[config.mk]
export PLATFORM = sky130hd
export DESIGN_NAME = ldpc_top
export DESIGN_NICKNAME = d
export VERILOG_FILES = /design/src/design/ldpc_pkg.sv /design/src/design/ldpc_duty_meter.sv /design/src/design/ldpc_top.sv
export SDC_FILE = /design/constraint.sdc
export NUM_CORES = 2
export LEC_CHECK = 0
export BUFFER_PORTS_ARGS = -buffer_cell sky130_fd_sc_hd__buf_2
export CAP_MARGIN = 20
export CORE_MARGIN = 5
export CORE_UTILIZATION = 45
export CTS_CLUSTER_DIAMETER = 50
export DETAILED_ROUTE_END_ITERATION = 7
export MAX_ROUTING_LAYER = met4
export SYNTH_ARGS = -nofsm -noshare
export SYNTH_HDL_FRONTEND = slang
export SYNTH_SLANG_ARGS = --single-unit
[constraint.sdc]
create_clock -name ref_clk -period 44 [get_ports ref_clk]
set_input_delay 13.2 -clock ref_clk [delete_from_list [all_inputs] [get_ports ref_clk]]
set_output_delay 13.2 -clock ref_clk [all_outputs]
set_load 0.1 [all_outputs]
[src/design/ldpc_pkg.sv]
// Constants and types for the LED dimming PWM and phase controller.
// Assumes a 40 MHz reference clock and a 20 MHz dimming time base.
package ldpc_pkg;
    // Clock and time base
    localparam int REF_CLK_HZ = 40_000_000;
    localparam int OSC_HZ     = 20_000_000;
    localparam int TICK_DIV   = REF_CLK_HZ / OSC_HZ;
    localparam logic [1:0] TICK_LAST = 2'(TICK_DIV - 1);
    localparam int OSC_PERIOD_NS = 1_000_000_000 / OSC_HZ;
    localparam int MIN_PULSE_NS  = 200;
    localparam int MIN_PULSE_TICKS =
        (MIN_PULSE_NS + OSC_PERIOD_NS - 1) / OSC_PERIOD_NS;
    localparam int OSC_TICKS_PER_MS = OSC_HZ / 1000;
    // Dimming period: 2^(17 - code) ticks, code 0 is the slowest
    localparam int PER_W   = 18;
    localparam int PER_LOG = 17;
    // Channel current levels
    localparam int CHANNELS = 4;
    localparam logic [11:0] LEVEL_FULL    = 12'hFFF;
    localparam int          HYB_SHIFT     = 3;
    localparam logic [11:0] HYB_LOW_LEVEL = 12'h200;
    localparam logic [15:0] HYB_THRESHOLD = 16'h2000;
    // Brightness smoothing and dither
    localparam int          SLOPE_STEP_LOG = 8;
    localparam int          ENH_TAIL_LOG   = 4;
    localparam logic [2:0]  DITHER_MAX     = 3'h4;
    // Register indices on the register access port
    localparam logic [3:0] ADDR_LEVEL0 = 4'h0;
    localparam logic [3:0] ADDR_BRIGHT = 4'h4;
    localparam logic [3:0] ADDR_CTRL   = 4'h5;
    localparam logic [3:0] ADDR_STATUS = 4'h6;
    localparam logic [3:0] ADDR_DUTY   = 4'h7;
    // Control register fields
    localparam int CTRL_SRC_BIT   = 0;
    localparam int CTRL_SLOPE_LSB = 1;
    localparam int CTRL_ENH_BIT   = 4;
    localparam int CTRL_DITH_LSB  = 5;
    localparam int CTRL_HYB0_BIT  = 8;
    localparam logic [15:0] CTRL_RESET  = 16'h001A;
    localparam logic [15:0] CTRL_MASK   = 16'h01FF;
    localparam logic [15:0] BRIGHT_RESET = 16'h0000;
    // Target addresses picked by the mode strap
    localparam logic [6:0] I2C_ADDR_DEF = 7'h3B;
    localparam logic [6:0] I2C_ADDR_ALT = 7'h3A;

    // String configurations
    typedef enum logic [2:0] {
        STR_FOUR  = 3'b000,
        STR_THREE = 3'b001,
        STR_TWO   = 3'b010,
        STR_PAIRS = 3'b011,
        STR_ONE   = 3'b100
    } ldpc_string_t;

    // Dimming modes
    typedef enum logic [1:0] {
        MODE_PSPWM   = 2'b00,
        MODE_HYBRID  = 2'b01,
        MODE_CURRENT = 2'b10,
        MODE_DIRECT  = 2'b11
    } ldpc_mode_t;
endpackage : ldpc_pkg

[src/design/ldpc_duty_meter.sv]
// Measures the duty cycle of the host PWM input pin as a 16-bit value.
// Assumes the pin is synchronous to ref_clk; counts on the 20 MHz tick.
`timescale 1ns/1ps
module ldpc_duty_meter
    import ldpc_pkg::*;
(
    // Clock, reset and time base
    input  wire logic        ref_clk,
    input  wire logic        rst_n,
    input  wire logic        tick,
    // Host PWM pin and result
    input  wire logic        pwm_pin,
    output logic [15:0]      duty
);
    localparam int CW = 24;
    logic [CW-1:0] hi_cnt, per_cnt, den;
    logic [CW:0]   rem;
    logic [16:0]   quo;
    logic [4:0]    bits;
    logic          pin_prev, busy;

    // Rising edge closes one input period
    wire rise    = tick && pwm_pin && !pin_prev;
    wire per_sat = &per_cnt;
    wire ge      = rem >= {1'b0, den};
    wire [CW:0] rem_sub = ge ? rem - {1'b0, den} : rem;

    // Counters, then a bit-serial divide of high time by period
    always_ff @(posedge ref_clk or negedge rst_n) begin
        if (!rst_n) begin
            hi_cnt <= '0;
            per_cnt <= '0;
            pin_prev <= 1'b0;
            busy <= 1'b0;
            den <= '0;
            rem <= '0;
            quo <= '0;
            bits <= 5'h00;
            duty <= 16'h0000;
        end else begin
            if (tick) begin
                pin_prev <= pwm_pin;
            end
            if (rise && !busy && per_cnt != '0) begin
                busy <= 1'b1;
                den <= per_cnt;
                rem <= {1'b0, hi_cnt};
                bits <= 5'h11;
                hi_cnt <= {{(CW-1){1'b0}}, 1'b1};
                per_cnt <= {{(CW-1){1'b0}}, 1'b1};
            end else if (tick && per_sat) begin
                // Stuck pin: report 0 % or 100 %
                duty <= pwm_pin ? 16'hFFFF : 16'h0000;
            end else if (tick) begin
                per_cnt <= per_cnt + 1'b1;
                hi_cnt <= hi_cnt + CW'(pwm_pin);
            end
            if (busy) begin
                quo <= {quo[15:0], ge};
                rem <= {rem_sub[CW-1:0], 1'b0};
                bits <= bits - 5'h01;
                if (bits == 5'h01) begin
                    busy <= 1'b0;
                    // Full period high saturates at 0xFFFF
                    duty <= (quo[15] || ge) && quo[15:0] == 16'hFFFF
                        ? 16'hFFFF : (quo[15] ? 16'hFFFF : {quo[14:0], ge});
                end
            end
        end
    end
endmodule // ldpc_duty_meter

[src/design/ldpc_top.sv]
// LED dimming PWM generator with automatic phase shift for four sinks.
// Registers come from a serial-interface front end as word writes.
// Behaviour
// - Sink current code scales linearly with level; 4095 gives full.
// - Every channel level resets to 0xFFF.
// - String strap picks 4x90, 3x120, 2x180, pairs at 180 or one group.
// - Captured string setting holds until a pass through shutdown.
// - Channels of one group switch identically.
// - Phase-shift mode: groups run at dimming rate, fixed phase step.
// - Dimming period comes from 20 MHz base, free of input PWM rate.
// - All duty counting uses the 20 MHz tick.
// - Frequency strap picks one of eight rates, 152 to 19531 Hz.
// - Duty resolution 16 bits at two slowest rates, down to 10 bits.
// - Source select picks input pin duty or brightness register.
// - Smoothing on by default; smoothing and dither are programmable.
// - Mode strap picks dimming mode and target address 0x3B or 0x3A.
// - Phase-shift and hybrid rates come from the internal base.
// - Hybrid: PWM at low brightness, current dimming above; 8x range.
// - Hybrid changeover at 12.5 percent, or 0 for pure current.
// - Direct mode: active sinks follow the input pin.
// - Slope code 000 disables smoothing; default 200 ms, enhanced.
// - Dither of 0 to 4 bits, off by default.
// - n-bit dither stretches value-many pulses per 2^n periods.
// - Pulses under 200 ns are skipped, never below 152 Hz.
`timescale 1ns/1ps
module ldpc_top
    import ldpc_pkg::*;
#(
    parameter int SLOPE_MS_TICKS = OSC_TICKS_PER_MS
) (
    // Clock and reset
    input  wire logic        ref_clk,
    input  wire logic        rst_n,
    // Power state and straps
    input  wire logic        shutdown,
    input  wire logic [2:0]  string_config_strap,
    input  wire logic [2:0]  dimming_freq_strap,
    input  wire logic [2:0]  mode_strap,
    // Host PWM input
    input  wire logic        pwm_in,
    // Register access port
    input  wire logic        reg_wr_en,
    input  wire logic [3:0]  reg_addr,
    input  wire logic [15:0] reg_wdata,
    output logic [15:0]      reg_rdata,
    // Sink channels and target address
    output logic [3:0]       sink_channel_pin,
    output logic [47:0]      channel_current_code,
    output logic [6:0]       i2c_target_addr
);
    // Group index of a channel
    function automatic logic [1:0] group_of(ldpc_string_t s, int ch);
        logic [1:0] g;
        g = 2'(ch);
        if (s == STR_PAIRS) g = 2'(ch / 2);
        if (s == STR_ONE) g = 2'h0;
        return g;
    endfunction

    // Number of separately phased groups
    function automatic logic [2:0] groups_of(ldpc_string_t s);
        logic [2:0] n;
        n = 3'h4;
        if (s == STR_THREE) n = 3'h3;
        if (s == STR_TWO || s == STR_PAIRS) n = 3'h2;
        if (s == STR_ONE) n = 3'h1;
        return n;
    endfunction

    // Sinks in use; unused pins are grounded on the board
    function automatic logic [3:0] active_of(ldpc_string_t s);
        logic [3:0] m;
        m = 4'hF;
        if (s == STR_THREE) m = 4'h7;
        if (s == STR_TWO) m = 4'h3;
        return m;
    endfunction

    // Out-of-table strap codes fall back to four strings
    function automatic ldpc_string_t decode_string(logic [2:0] c);
        return c > STR_ONE ? STR_FOUR : ldpc_string_t'(c);
    endfunction

    // Smoothing time per slope code, in ms
    function automatic logic [9:0] slope_ms(logic [2:0] c);
        logic [9:0] t;
        unique case (c)
            3'h0: t = 10'd0;
            3'h1: t = 10'd1;
            3'h2: t = 10'd2;
            3'h3: t = 10'd50;
            3'h4: t = 10'd100;
            3'h5: t = 10'd200;
            3'h6: t = 10'd300;
            3'h7: t = 10'd500;
        endcase
        return t;
    endfunction

    // Linear current scaling, exact at full scale
    function automatic logic [11:0] cur_scale(logic [11:0] lv,
                                             logic [11:0] f);
        logic [23:0] p;
        p = lv * f;
        return 12'(p / 24'(LEVEL_FULL));
    endfunction

    // Phase offset of a group: g * period / n
    function automatic logic [PER_W-1:0] phase_off(logic [1:0] g,
        logic [2:0] n, logic [PER_W-1:0] per);
        logic [PER_W+1:0] p;
        p = (PER_W+2)'(g) * (PER_W+2)'(per);
        return PER_W'(p / (PER_W+2)'(n));
    endfunction

    // 20 MHz time base as an enable pulse
    logic [1:0] tick_cnt;
    logic       tick;
    always_ff @(posedge ref_clk or negedge rst_n) begin
        if (!rst_n) begin
            tick_cnt <= 2'h0;
            tick <= 1'b0;
        end else begin
            tick_cnt <= tick_cnt == TICK_LAST ? 2'h0 : tick_cnt + 2'h1;
            tick <= tick_cnt == TICK_LAST;
        end
    end

    // Straps are caught once per power-up, after reset or shutdown
    logic         strap_valid;
    ldpc_string_t cfg_string;
    logic [2:0]   cfg_freq;
    ldpc_mode_t   cfg_mode;
    logic         cfg_addr_sel;
    always_ff @(posedge ref_clk or negedge rst_n) begin
        if (!rst_n) begin
            strap_valid <= 1'b0;
            cfg_string <= STR_FOUR;
            cfg_freq <= 3'h0;
            cfg_mode <= MODE_PSPWM;
            cfg_addr_sel <= 1'b0;
        end else if (shutdown) begin
            strap_valid <= 1'b0;
        end else if (!strap_valid) begin
            strap_valid <= 1'b1;
            cfg_string <= decode_string(string_config_strap);
            cfg_freq <= dimming_freq_strap;
            cfg_mode <= ldpc_mode_t'(mode_strap[1:0]);
            cfg_addr_sel <= mode_strap[2];
        end
    end

    // Software registers
    logic [11:0] level [CHANNELS];
    logic [15:0] disp_bright;
    logic [15:0] ctrl;
    always_ff @(posedge ref_clk or negedge rst_n) begin
        if (!rst_n) begin
            for (int i = 0; i < CHANNELS; i++) begin
                level[i] <= LEVEL_FULL;
            end
            disp_bright <= BRIGHT_RESET;
            ctrl <= CTRL_RESET;
        end else if (reg_wr_en) begin
            for (int i = 0; i < CHANNELS; i++) begin
                if (reg_addr == ADDR_LEVEL0 + 4'(i)) level[i] <= reg_wdata[11:0];
            end
            if (reg_addr == ADDR_BRIGHT) disp_bright <= reg_wdata;
            if (reg_addr == ADDR_CTRL) ctrl <= reg_wdata & CTRL_MASK;
        end
    end

    // Control fields
    wire       src_reg   = ctrl[CTRL_SRC_BIT];
    wire [2:0] slope_sel = ctrl[CTRL_SLOPE_LSB +: 3];
    wire       enh_en    = ctrl[CTRL_ENH_BIT];
    wire [2:0] dith_sel  = ctrl[CTRL_DITH_LSB +: 3];
    wire       hyb_zero  = ctrl[CTRL_HYB0_BIT];
    wire [3:0] active    = active_of(cfg_string);

    // Input pin duty measurement
    logic [15:0] meas_duty;
    ldpc_duty_meter u_meter (
        .ref_clk (ref_clk),
        .rst_n   (rst_n),
        .tick    (tick),
        .pwm_pin (pwm_in),
        .duty    (meas_duty)
    );

    // Brightness source and linear smoothing
    wire [15:0] target = src_reg ? disp_bright : meas_duty;
    logic [15:0] bright_cur, target_prev, step;
    logic [31:0] slope_cnt;
    wire [31:0] slope_iv =
        32'((32'(slope_ms(slope_sel)) * 32'(SLOPE_MS_TICKS)) >> SLOPE_STEP_LOG);
    wire [15:0] remain = target > bright_cur ? target - bright_cur
                                             : bright_cur - target;
    wire [15:0] span_step = (remain >> SLOPE_STEP_LOG) == 16'h0000
                            ? 16'h0001 : remain >> SLOPE_STEP_LOG;
    // Enhanced smoothing halves the step over the last stretch
    wire tail = 20'(remain) < (20'(step) << ENH_TAIL_LOG);
    wire [15:0] eff_step = enh_en && tail && step > 16'h0001 ? step >> 1 : step;
    wire [15:0] next_bright = remain <= eff_step ? target
        : target > bright_cur ? bright_cur + eff_step : bright_cur - eff_step;
    always_ff @(posedge ref_clk or negedge rst_n) begin
        if (!rst_n) begin
            bright_cur <= 16'h0000;
            target_prev <= 16'h0000;
            step <= 16'h0001;
            slope_cnt <= 32'h0000_0000;
        end else begin
            target_prev <= target;
            if (target != target_prev) step <= span_step;
            if (slope_sel == 3'h0) begin
                bright_cur <= target;
                slope_cnt <= 32'h0000_0000;
            end else if (tick && slope_cnt + 32'h1 >= slope_iv) begin
                bright_cur <= next_bright;
                slope_cnt <= 32'h0000_0000;
            end else if (tick) begin
                slope_cnt <= slope_cnt + 32'h1;
            end
        end
    end

    // Mode split into PWM duty and current factor
    wire below_thr = bright_cur < HYB_THRESHOLD;
    wire hyb_low   = cfg_mode == MODE_HYBRID && !hyb_zero && below_thr;
    wire duty_full = cfg_mode == MODE_CURRENT
                  || (cfg_mode == MODE_HYBRID && !hyb_low);
    wire [15:0] pwm_duty = hyb_low ? 16'(bright_cur << HYB_SHIFT)
                                   : bright_cur;
    wire [11:0] cur_factor = cfg_mode == MODE_PSPWM ? LEVEL_FULL
        : cfg_mode == MODE_DIRECT ? LEVEL_FULL
        : hyb_low ? HYB_LOW_LEVEL : bright_cur[15:4];

    // Dimming period counter, free of the input pin rate
    logic [PER_W-1:0] cnt, len_q, acc;
    logic [3:0]       seq;
    logic [7:0]       skip_cnt;
    wire [PER_W-1:0] period = PER_W'(1) << (PER_LOG - 32'(cfg_freq));
    wire period_end = tick && cnt >= period - 1'b1;

    // Duty to ticks: 16 bits at the two slowest rates, then one less
    wire [20:0] duty_ext = {pwm_duty, 5'h00} >> cfg_freq;
    wire [PER_W-1:0] on_base = {1'b0, duty_ext[20:4]};
    wire [2:0] dith_n = dith_sel > DITHER_MAX ? DITHER_MAX : dith_sel;
    wire [3:0] dith_val = duty_ext[3:0] >> (3'h4 - dith_n);
    wire [3:0] dith_mask = 4'((5'h01 << dith_n) - 5'h01);
    wire stretch = dith_n != 3'h0 && (seq & dith_mask) < dith_val;
    wire [PER_W-1:0] want = on_base + PER_W'(stretch);

    // Short pulses are pooled; at least one pulse per slowest period
    wire [PER_W-1:0] acc_sum = acc + want;
    wire [7:0] skip_max = 8'((9'h001 << cfg_freq) - 9'h001);
    wire short_pulse = !duty_full && want != '0 && want < PER_W'(MIN_PULSE_TICKS);
    wire fire_short = acc_sum >= PER_W'(MIN_PULSE_TICKS)
                   || skip_cnt >= skip_max;
    wire [PER_W-1:0] next_len = duty_full ? period : !short_pulse ? want
                              : fire_short ? acc_sum : '0;
    always_ff @(posedge ref_clk or negedge rst_n) begin
        if (!rst_n) begin
            cnt <= '0;
            len_q <= '0;
            acc <= '0;
            seq <= 4'h0;
            skip_cnt <= 8'h00;
        end else if (period_end) begin
            cnt <= '0;
            len_q <= next_len;
            seq <= seq + 4'h1;
            acc <= short_pulse && !fire_short ? acc_sum : '0;
            skip_cnt <= short_pulse && !fire_short ? skip_cnt + 8'h01 : 8'h00;
        end else if (tick) begin
            cnt <= cnt + 1'b1;
        end
    end

    // Per-channel phase and switching
    logic       pwm_q;
    logic [3:0] next_sink;
    logic [11:0] next_code [CHANNELS];
    for (genvar ch = 0; ch < CHANNELS; ch++) begin : g_ch
        wire [PER_W-1:0] off = phase_off(group_of(cfg_string, ch),
                                         groups_of(cfg_string), period);
        wire [PER_W-1:0] rel = cnt >= off ? cnt - off : cnt + period - off;
        wire pulse_on  = tick && rel == '0 && len_q != '0;
        wire pulse_off = tick && rel >= len_q;
        assign next_sink[ch] = !strap_valid || !active[ch] ? 1'b0
            : cfg_mode == MODE_DIRECT ? pwm_q
            : pulse_on ? 1'b1
            : pulse_off ? 1'b0 : sink_channel_pin[ch];
        assign next_code[ch] = active[ch] ? cur_scale(level[ch], cur_factor)
                                          : 12'h000;
    end

    // Read-back selection
    wire [15:0] status_word = {6'h00, strap_valid, cfg_addr_sel, cfg_freq,
                               cfg_string, cfg_mode};
    wire [15:0] next_rdata = reg_addr < ADDR_BRIGHT ? {4'h0, level[reg_addr[1:0]]}
        : reg_addr == ADDR_BRIGHT ? disp_bright
        : reg_addr == ADDR_CTRL ? ctrl
        : reg_addr == ADDR_STATUS ? status_word
        : reg_addr == ADDR_DUTY ? bright_cur : 16'h0000;

    // Output registers
    always_ff @(posedge ref_clk or negedge rst_n) begin
        if (!rst_n) begin
            pwm_q <= 1'b0;
            sink_channel_pin <= 4'h0;
            channel_current_code <= {4{LEVEL_FULL}};
            i2c_target_addr <= I2C_ADDR_DEF;
            reg_rdata <= 16'h0000;
        end else begin
            pwm_q <= pwm_in;
            sink_channel_pin <= next_sink;
            channel_current_code <= {next_code[3], next_code[2],
                                     next_code[1], next_code[0]};
            i2c_target_addr <= cfg_addr_sel ? I2C_ADDR_ALT : I2C_ADDR_DEF;
            reg_rdata <= next_rdata;
        end
    end

    // Checks
    wire [11:0] level0 = level[0];
    a_strap_hold: assert property (@(posedge ref_clk) disable iff (!rst_n)
        strap_valid && $past(strap_valid) && !shutdown
        |-> $stable(cfg_string) && $stable(cfg_mode) && $stable(cfg_freq))
        else $error("strap setting changed while running");
    a_level_full: assert property (@(posedge ref_clk) disable iff (!rst_n)
        strap_valid && cfg_mode == MODE_PSPWM && active[0]
        |=> channel_current_code[11:0] == $past(level0))
        else $error("full-scale current code differs from level");
    a_pairs_same: assert property (@(posedge ref_clk) disable iff (!rst_n)
        $past(cfg_string) == STR_PAIRS && $past(strap_valid)
        |-> sink_channel_pin[0] == sink_channel_pin[1]
            && sink_channel_pin[2] == sink_channel_pin[3])
        else $error("grouped sinks disagree");
    a_unused_dark: assert property (@(posedge ref_clk) disable iff (!rst_n)
        $past(cfg_string) == STR_THREE |-> !sink_channel_pin[3])
        else $error("unused sink switched on");
    a_tick_rate: assert property (@(posedge ref_clk) disable iff (!rst_n)
        tick |=> !tick ##1 tick)
        else $error("time base not at half the reference rate");
    a_period_wrap: assert property (@(posedge ref_clk) disable iff (!rst_n)
        period_end |=> cnt == '0 ##1 cnt == '0 ##1 cnt == PER_W'(1))
        else $error("dimming period counter did not restart");
    a_direct_follow: assert property (@(posedge ref_clk) disable iff (!rst_n)
        strap_valid && cfg_mode == MODE_DIRECT && active[0] && $stable(cfg_mode)
        |=> sink_channel_pin[0] == $past(pwm_in, 2))
        else $error("direct mode sink not following input");
    a_hybrid_low: assert property (@(posedge ref_clk) disable iff (!rst_n)
        cfg_mode == MODE_HYBRID && !hyb_zero && below_thr
        |-> cur_factor == HYB_LOW_LEVEL && !duty_full
            && pwm_duty == 16'(bright_cur << HYB_SHIFT))
        else $error("hybrid low range not PWM at reduced current");
    a_hybrid_zero: assert property (@(posedge ref_clk) disable iff (!rst_n)
        cfg_mode == MODE_HYBRID && hyb_zero
        |-> duty_full && cur_factor == bright_cur[15:4])
        else $error("zero changeover not pure current dimming");
    a_dither_off: assert property (@(posedge ref_clk) disable iff (!rst_n)
        dith_sel == 3'h0 |-> !stretch)
        else $error("pulse stretched with dither off");
    a_slope_off: assert property (@(posedge ref_clk) disable iff (!rst_n)
        slope_sel == 3'h0 |=> bright_cur == $past(target))
        else $error("brightness lagged with smoothing off");
    a_min_skip: assert property (@(posedge ref_clk) disable iff (!rst_n)
        period_end && short_pulse && !fire_short |=> len_q == '0)
        else $error("short pulse was not skipped");
endmodule // ldpc_top

# After elaboration in Yosys (flattened, before gate mapping)
# Memories as Yosys holds them, arrays and structs flattened.
# Index checks and enable logic that the tools add are counted.
# Widths: inputs -> output; s select.
# totals
output_inout_bits,75
memories,1
mem_bits_ro,72
ff_bits,441
wordCells,306
# classes
mul,8
shift,5
bitwise_logic,4
mux,91
addsub,29
n_reduce_logical,78
div,8
eq_ne,19
magnitude_cmp,24
# memory_table
memory,words,width,read_ports,rd_ports_with_merged_regs,wr,line,rtl
(no name shown),8,9,1,0,0,ldpc_top.sv:87,unique case (c)
# ops
operator,count
$mux 16,20
$mux 18,10
$mux 24,7
$ge 18x18->1,9
$sub 18x18->18,8
$mux 12,9
$div 24x12->24 const B,4
$mul 12x12->24,4
$mux 32,3
$logic_not 18->1,4
$div 20x3->20,3
$mul 2x18->20,3
$mux 25,2
$sub 16x16->16,3
$add 18x18->18,2
$reduce_bool 18->1,2
$add 32x1->32 const B,1
$ge 32x17->1,1
$shl 1x32->18 const A,1
$logic_and 1x1->1,29
$ge 25x24->1,1
$add 24x1->24,1
$add 24x1->24 const B,1
$bmux 12 s2,1
other kinds (64),137

# Longest topological paths before layout
# logic_depth
ltp_word,15
ltp_mapped,244
mapped_depth_nobuf,230

# By module
# A second synthesis with hierarchy kept.
# hier_totals
hier_cells,12627
hier_area_um2,96284.8
# by_module_without_submodules
mod,cells_per_inst,n_inst,seq_area_each_um2,area_per_inst_um2
ldpc_top,11789,1,7483.4,88567.4
ldpc_duty_meter,838,1,3403.3,7717.4

# Worst setup path before layout
# Ideal clock, no wire load.
# synth_path
kind,register to register
startpoint,register cfg_string[2]
endpoint,register sink_channel_pin[2]
setup_slack_ns,0.273
stages_incl_launch_ff,214
required_ns,43.856
setup_ns,0.144
t_arrival_ns,43.582
n_path_buf,15
path_cell_list,dfrtp_1 buf_4 xnor2_2 nor2_4 inv_1 clkbuf_1 clkbuf_1 clkbuf_1 clkbuf_1 buf_1 ha_1 nor3b_1 or2_2 ha_1 o21a_1 nor2_1 nor2_1 o31ai_1 [178 not listed] ha_1 a21o_1 a21o_1 a21oi_1 o21ai_0 a21oi_1 nor2b_1 o21ai_0 nand2b_1 a21oi_1 nor2b_1 o21ai_0 nand2b_1 a21oi_1 nor2b_1 o21ai_0 nor4b_1 a211oi_1
# synth_between
elab_chain_cells,13
elab_cells_between_ends,28
classes_between,add/sub: 2; mul: 1; div: 1; order compare: 2; eq/ne: 4; mux: 10; reduce/logical: 8
# synth_lines
item,line,rtl
"start, declared",ldpc_top.sv:131,ldpc_string_t cfg_string;
"start signal, assigned",ldpc_top.sv:146,cfg_string <= decode_string(string_config_strap);
branches (longest 13 deep; another with $mul 2x18->20),-,
"end signal, assigned",ldpc_top.sv:317,sink_channel_pin <= next_sink;
"end, declared",ldpc_top.sv:47,"output logic [3:0] sink_channel_pin,"
# Parallel ways; which one is timed is not known.
# A chain may end at the register's enable or synchronous reset.

# Worst setup path in the final report
# layout_path
startpoint,register cfg_freq[1]
endpoint,register sink_channel_pin[2]
# layout_between
elab_chain_cells,12
elab_cells_between_ends,18
classes_between,add/sub: 4; mul: 1; div: 1; order compare: 2; shift: 1; mux: 4; reduce/logical: 5
# layout_lines
item,line,rtl
"start, declared",ldpc_top.sv:132,logic [2:0] cfg_freq;
"start signal, assigned",ldpc_top.sv:147,cfg_freq <= dimming_freq_strap;
$sub 5x3->6 (*),ldpc_top.sv:242,wire [PER_W-1:0] period = PER_W'(1) << (PER_LOG - 32'(cfg_freq));
$shl 1x32->18 (*),ldpc_top.sv:242,
$mul 2x18->20,ldpc_top.sv:112,p = (PER_W+2)'(g) * (PER_W+2)'(per);
$div 20x3->20,ldpc_top.sv:113,return PER_W'(p / (PER_W+2)'(n));
$sub 18x18->18 / $ge 18x18->1 (equally long branches),ldpc_top.sv:287,wire [PER_W-1:0] rel = cnt >= off ? cnt - off : cnt + period - off;
$mux 18 (*),ldpc_top.sv:287,
branches (longest 6 deep; another with $ge 18x18->1),-,
# Every way passes the cells marked *.

==> metrics.txt <==
outcome finished clean; Compound-Gate Fraction of Synth Area 23.9%; initial antenna violation count 14; Inserted Clock Buffers 73; drt wl/cell 19.8 um; Critical-path top delay cell or4_4; Root Buffer clkbuf_16; min cycle time layout 41.47 ns; Synth Register Bits 430; most numerous cell in the Yosys netlist nand2_1; Synth async-reset ratio 100%; Mapped Area 94400 um^2; crit path launch type flip-flop; die area 219000 um^2; worst skew pair latency 0.70 ns; DIE WIDTH 468 um; gr usage total 27.5%; Syn-to-layout area delta 8.48%; clock-pin slew on the worst setup and hold paths 0.06 ns; drt first pass iters 6; Post-Synth Adder-Cell Area 21.5%; dpl hpwl 241 mm; Worst Hold Class flip-flop to flip-flop; Crit Path Max Fanout 11; fin nets 13900; FP Rows 168; Die H 468 um; top post-synthesis cells by count nand2_1 (1347), nor2_1 (1023), ha_1 (931), inv_1 (899), a21oi_1 (774); largest net degree at the start of global routing 168; layout cells sized above 1 9.71%; Vias 93700; port buffer count 102; Mean Syn Cell Area 7.58 um^2; mux cell area share after synthesis 4.70%; final antenna-violating net count 0; Fmax achieved 24.1 MHz; register area share after synthesis 11.5%; crit path DAT 42.02 ns; Gate Count Post-Synth 12500; Vias/cell 6.08; DRC Markers 0; final hold vios 0; global-route wire length before repair 485 mm; number of global-route vias before repair 89900; core area 209000 um^2; Ports 109; Worst slew margin 10.3%; Synth Area in Simple Gates 25.4%; total of max-cap violations 0; number of library cell types mapped by synthesis 149; drt initial violations 6978; H-tree levels 3; clk sink count 430; hold buffer count at cts 0; measured slew at the worst slew-check pin 1.33 ns; XOR/XNOR share of the synthesized area 7.56%; fill count 20500; area leader, netlist ha_1; Final Skew 0.0380 ns; largest family of logic cells by synthesized area simple AND/OR/NAND/NOR gates; final setup vio count 0; CTS Buffer Depth 3; Tcrit/Tclk final 94.2%; Ys Warns 0; Placer Congestion 0.987; RSZ-0062 raised after global routing true; total routed wirelength 305 mm; CP endpoint kind flip-flop; initial core utilization 45.1%; Max Transition Viols Final 0; CTS tree built; Synth Flop Type dfrtp_1; Setup CP Type flip-flop to flip-flop; total congestion overflow 0; max incr delay on CP 0.57 ns; worst path required time 44.56 ns; Synth top area share 12.3%; Crit path top cell by count ha_1; number of synthesized flops with an enable pin 0; synth top area cells ha_1 (12%), fa_1 (9.0%), dfrtp_1 (8.7%); Hold WS 0.407 ns
==> layer usage <==
metal / share of wire (%) / global-route usage [%]
met1: 46 / 36.6
met5: 0 / -
met3: 5.5 / 3.04
met4: 3.4 / 8.19
met2: 45 / 44.2
==> cell type report <==
| type | count | area, um^2 | share of cell area (%) |
|---|---|---|---|
| sequential | 430 | 10900 | 10.6 |
| inverter | 923 | 3500 | 3.42 |
| clock buffer | 88 | 1980 | 1.93 |
| clock inverter | 47 | 633 | 0.619 |
| tap | 2805 | 3510 | 3.43 |
| multi-input combinational | 10800 | 79400 | 77.6 |
| timing repair buffer | 348 | 2410 | 2.36 |
| antenna | 14 | 35.0 | 0.0342 |
==> critical path, delay by kind of cell, from the launching register on <==
kind	cells	cell delay (ns)
and+or+nand+nor	87	14.89
buffers and inverters	15	2.20
adders and majority gates	25	7.52
muxes	8	2.61
AOI/OAI and AO/OA	88	13.61
DFF	1	0.38
==> path summary, 6_finish.rpt <==
kind	endpoint	slack (ns)	from	cells past startpoint
setup / recovery	sink_channel_pin[2]	2.53	cfg_freq[1]	223
hold reg to reg	tick_cnt[1]	0.41	tick_cnt[0]	1
max in group asynchronous	disp_bright[11]	29.18	rst_n	3
setup reg to reg	sink_channel_pin[2]	2.53	cfg_freq[1]	223
hold / removal	tick_cnt[1]	0.41	tick_cnt[0]	1
min in group asynchronous	u_meter.per_cnt[10]	12.56	rst_n	1
==> cells in the final DEF (no fill, tap or decap), drive strengths merged, types with 58 or more instances in the layout <==
cell / instances
a211oi: 142
a21boi: 58
a21o: 284
a21oi: 784
a31oi: 151
and2: 340
and3: 162
buf: 342
clkbuf: 94
conb: 59
dfrtp: 329
dfstp: 101
fa: 423
ha: 931
inv: 934
mux2: 169
mux2i: 204
nand2: 1350
nand2b: 234
nand3: 358
nand4: 192
nor2: 1029
nor2b: 145
nor3: 365
nor4: 121
o211ai: 120
o21a: 157
o21ai: 717
o21bai: 121
o31ai: 127
or2: 104
or3: 107
xnor2: 573
xor2: 240
==> registers in the layout (all words and copies together), names as in the netlist, 16 cells and up <==
register	count
acc	18
bright_cur	16
channel_current_code	48
cnt	18
disp_bright	16
len_q	18
level	36
reg_rdata	16
slope_cnt	32
target_prev	16
u_meter.den	24
u_meter.duty	16
u_meter.hi_cnt	24
u_meter.per_cnt	24
u_meter.quo	16
u_meter.rem	25
==> logic make-up (layout without fill, tap and decap cells) <==
kind of cell	count (synthesis)	after routing
DFF	430	430
xor gates and xnor gates	813	813
adders and majority gates	1368	1368
and+or+nand+nor	4779	4779
AOI/OAI and AO/OA	3342	3342
other	2	73
muxes	394	394
buffers and inverters	1324	1406
==> timing repair <==
action | CTS | global route
resized for setup | 5 | 183
pin swaps | 2 | 30
setup endpoints to repair | 2 | 4
setup buffers | 1 | 59
==> through the flow <==
stage	setup WS, ns	utilization [%]	instances	cell area [um^2]	setup TNS (ns)
after floorplan	0.273	-	12500	94600	0
after global placement	-0.0496	47.1	15200	98400	-0.0496
after detailed placement	-0.536	47.1	15200	98500	-0.536
after CTS	0.00140	48.3	15300	101000	0
after global routing	-0.482	48.9	15400	102000	-0.927
final	2.53	48.9	15400	102000	0
Power is left out: the tool's default activity adds up to more than one toggle a clock period on the data nets, which glitch-free logic cannot reach.
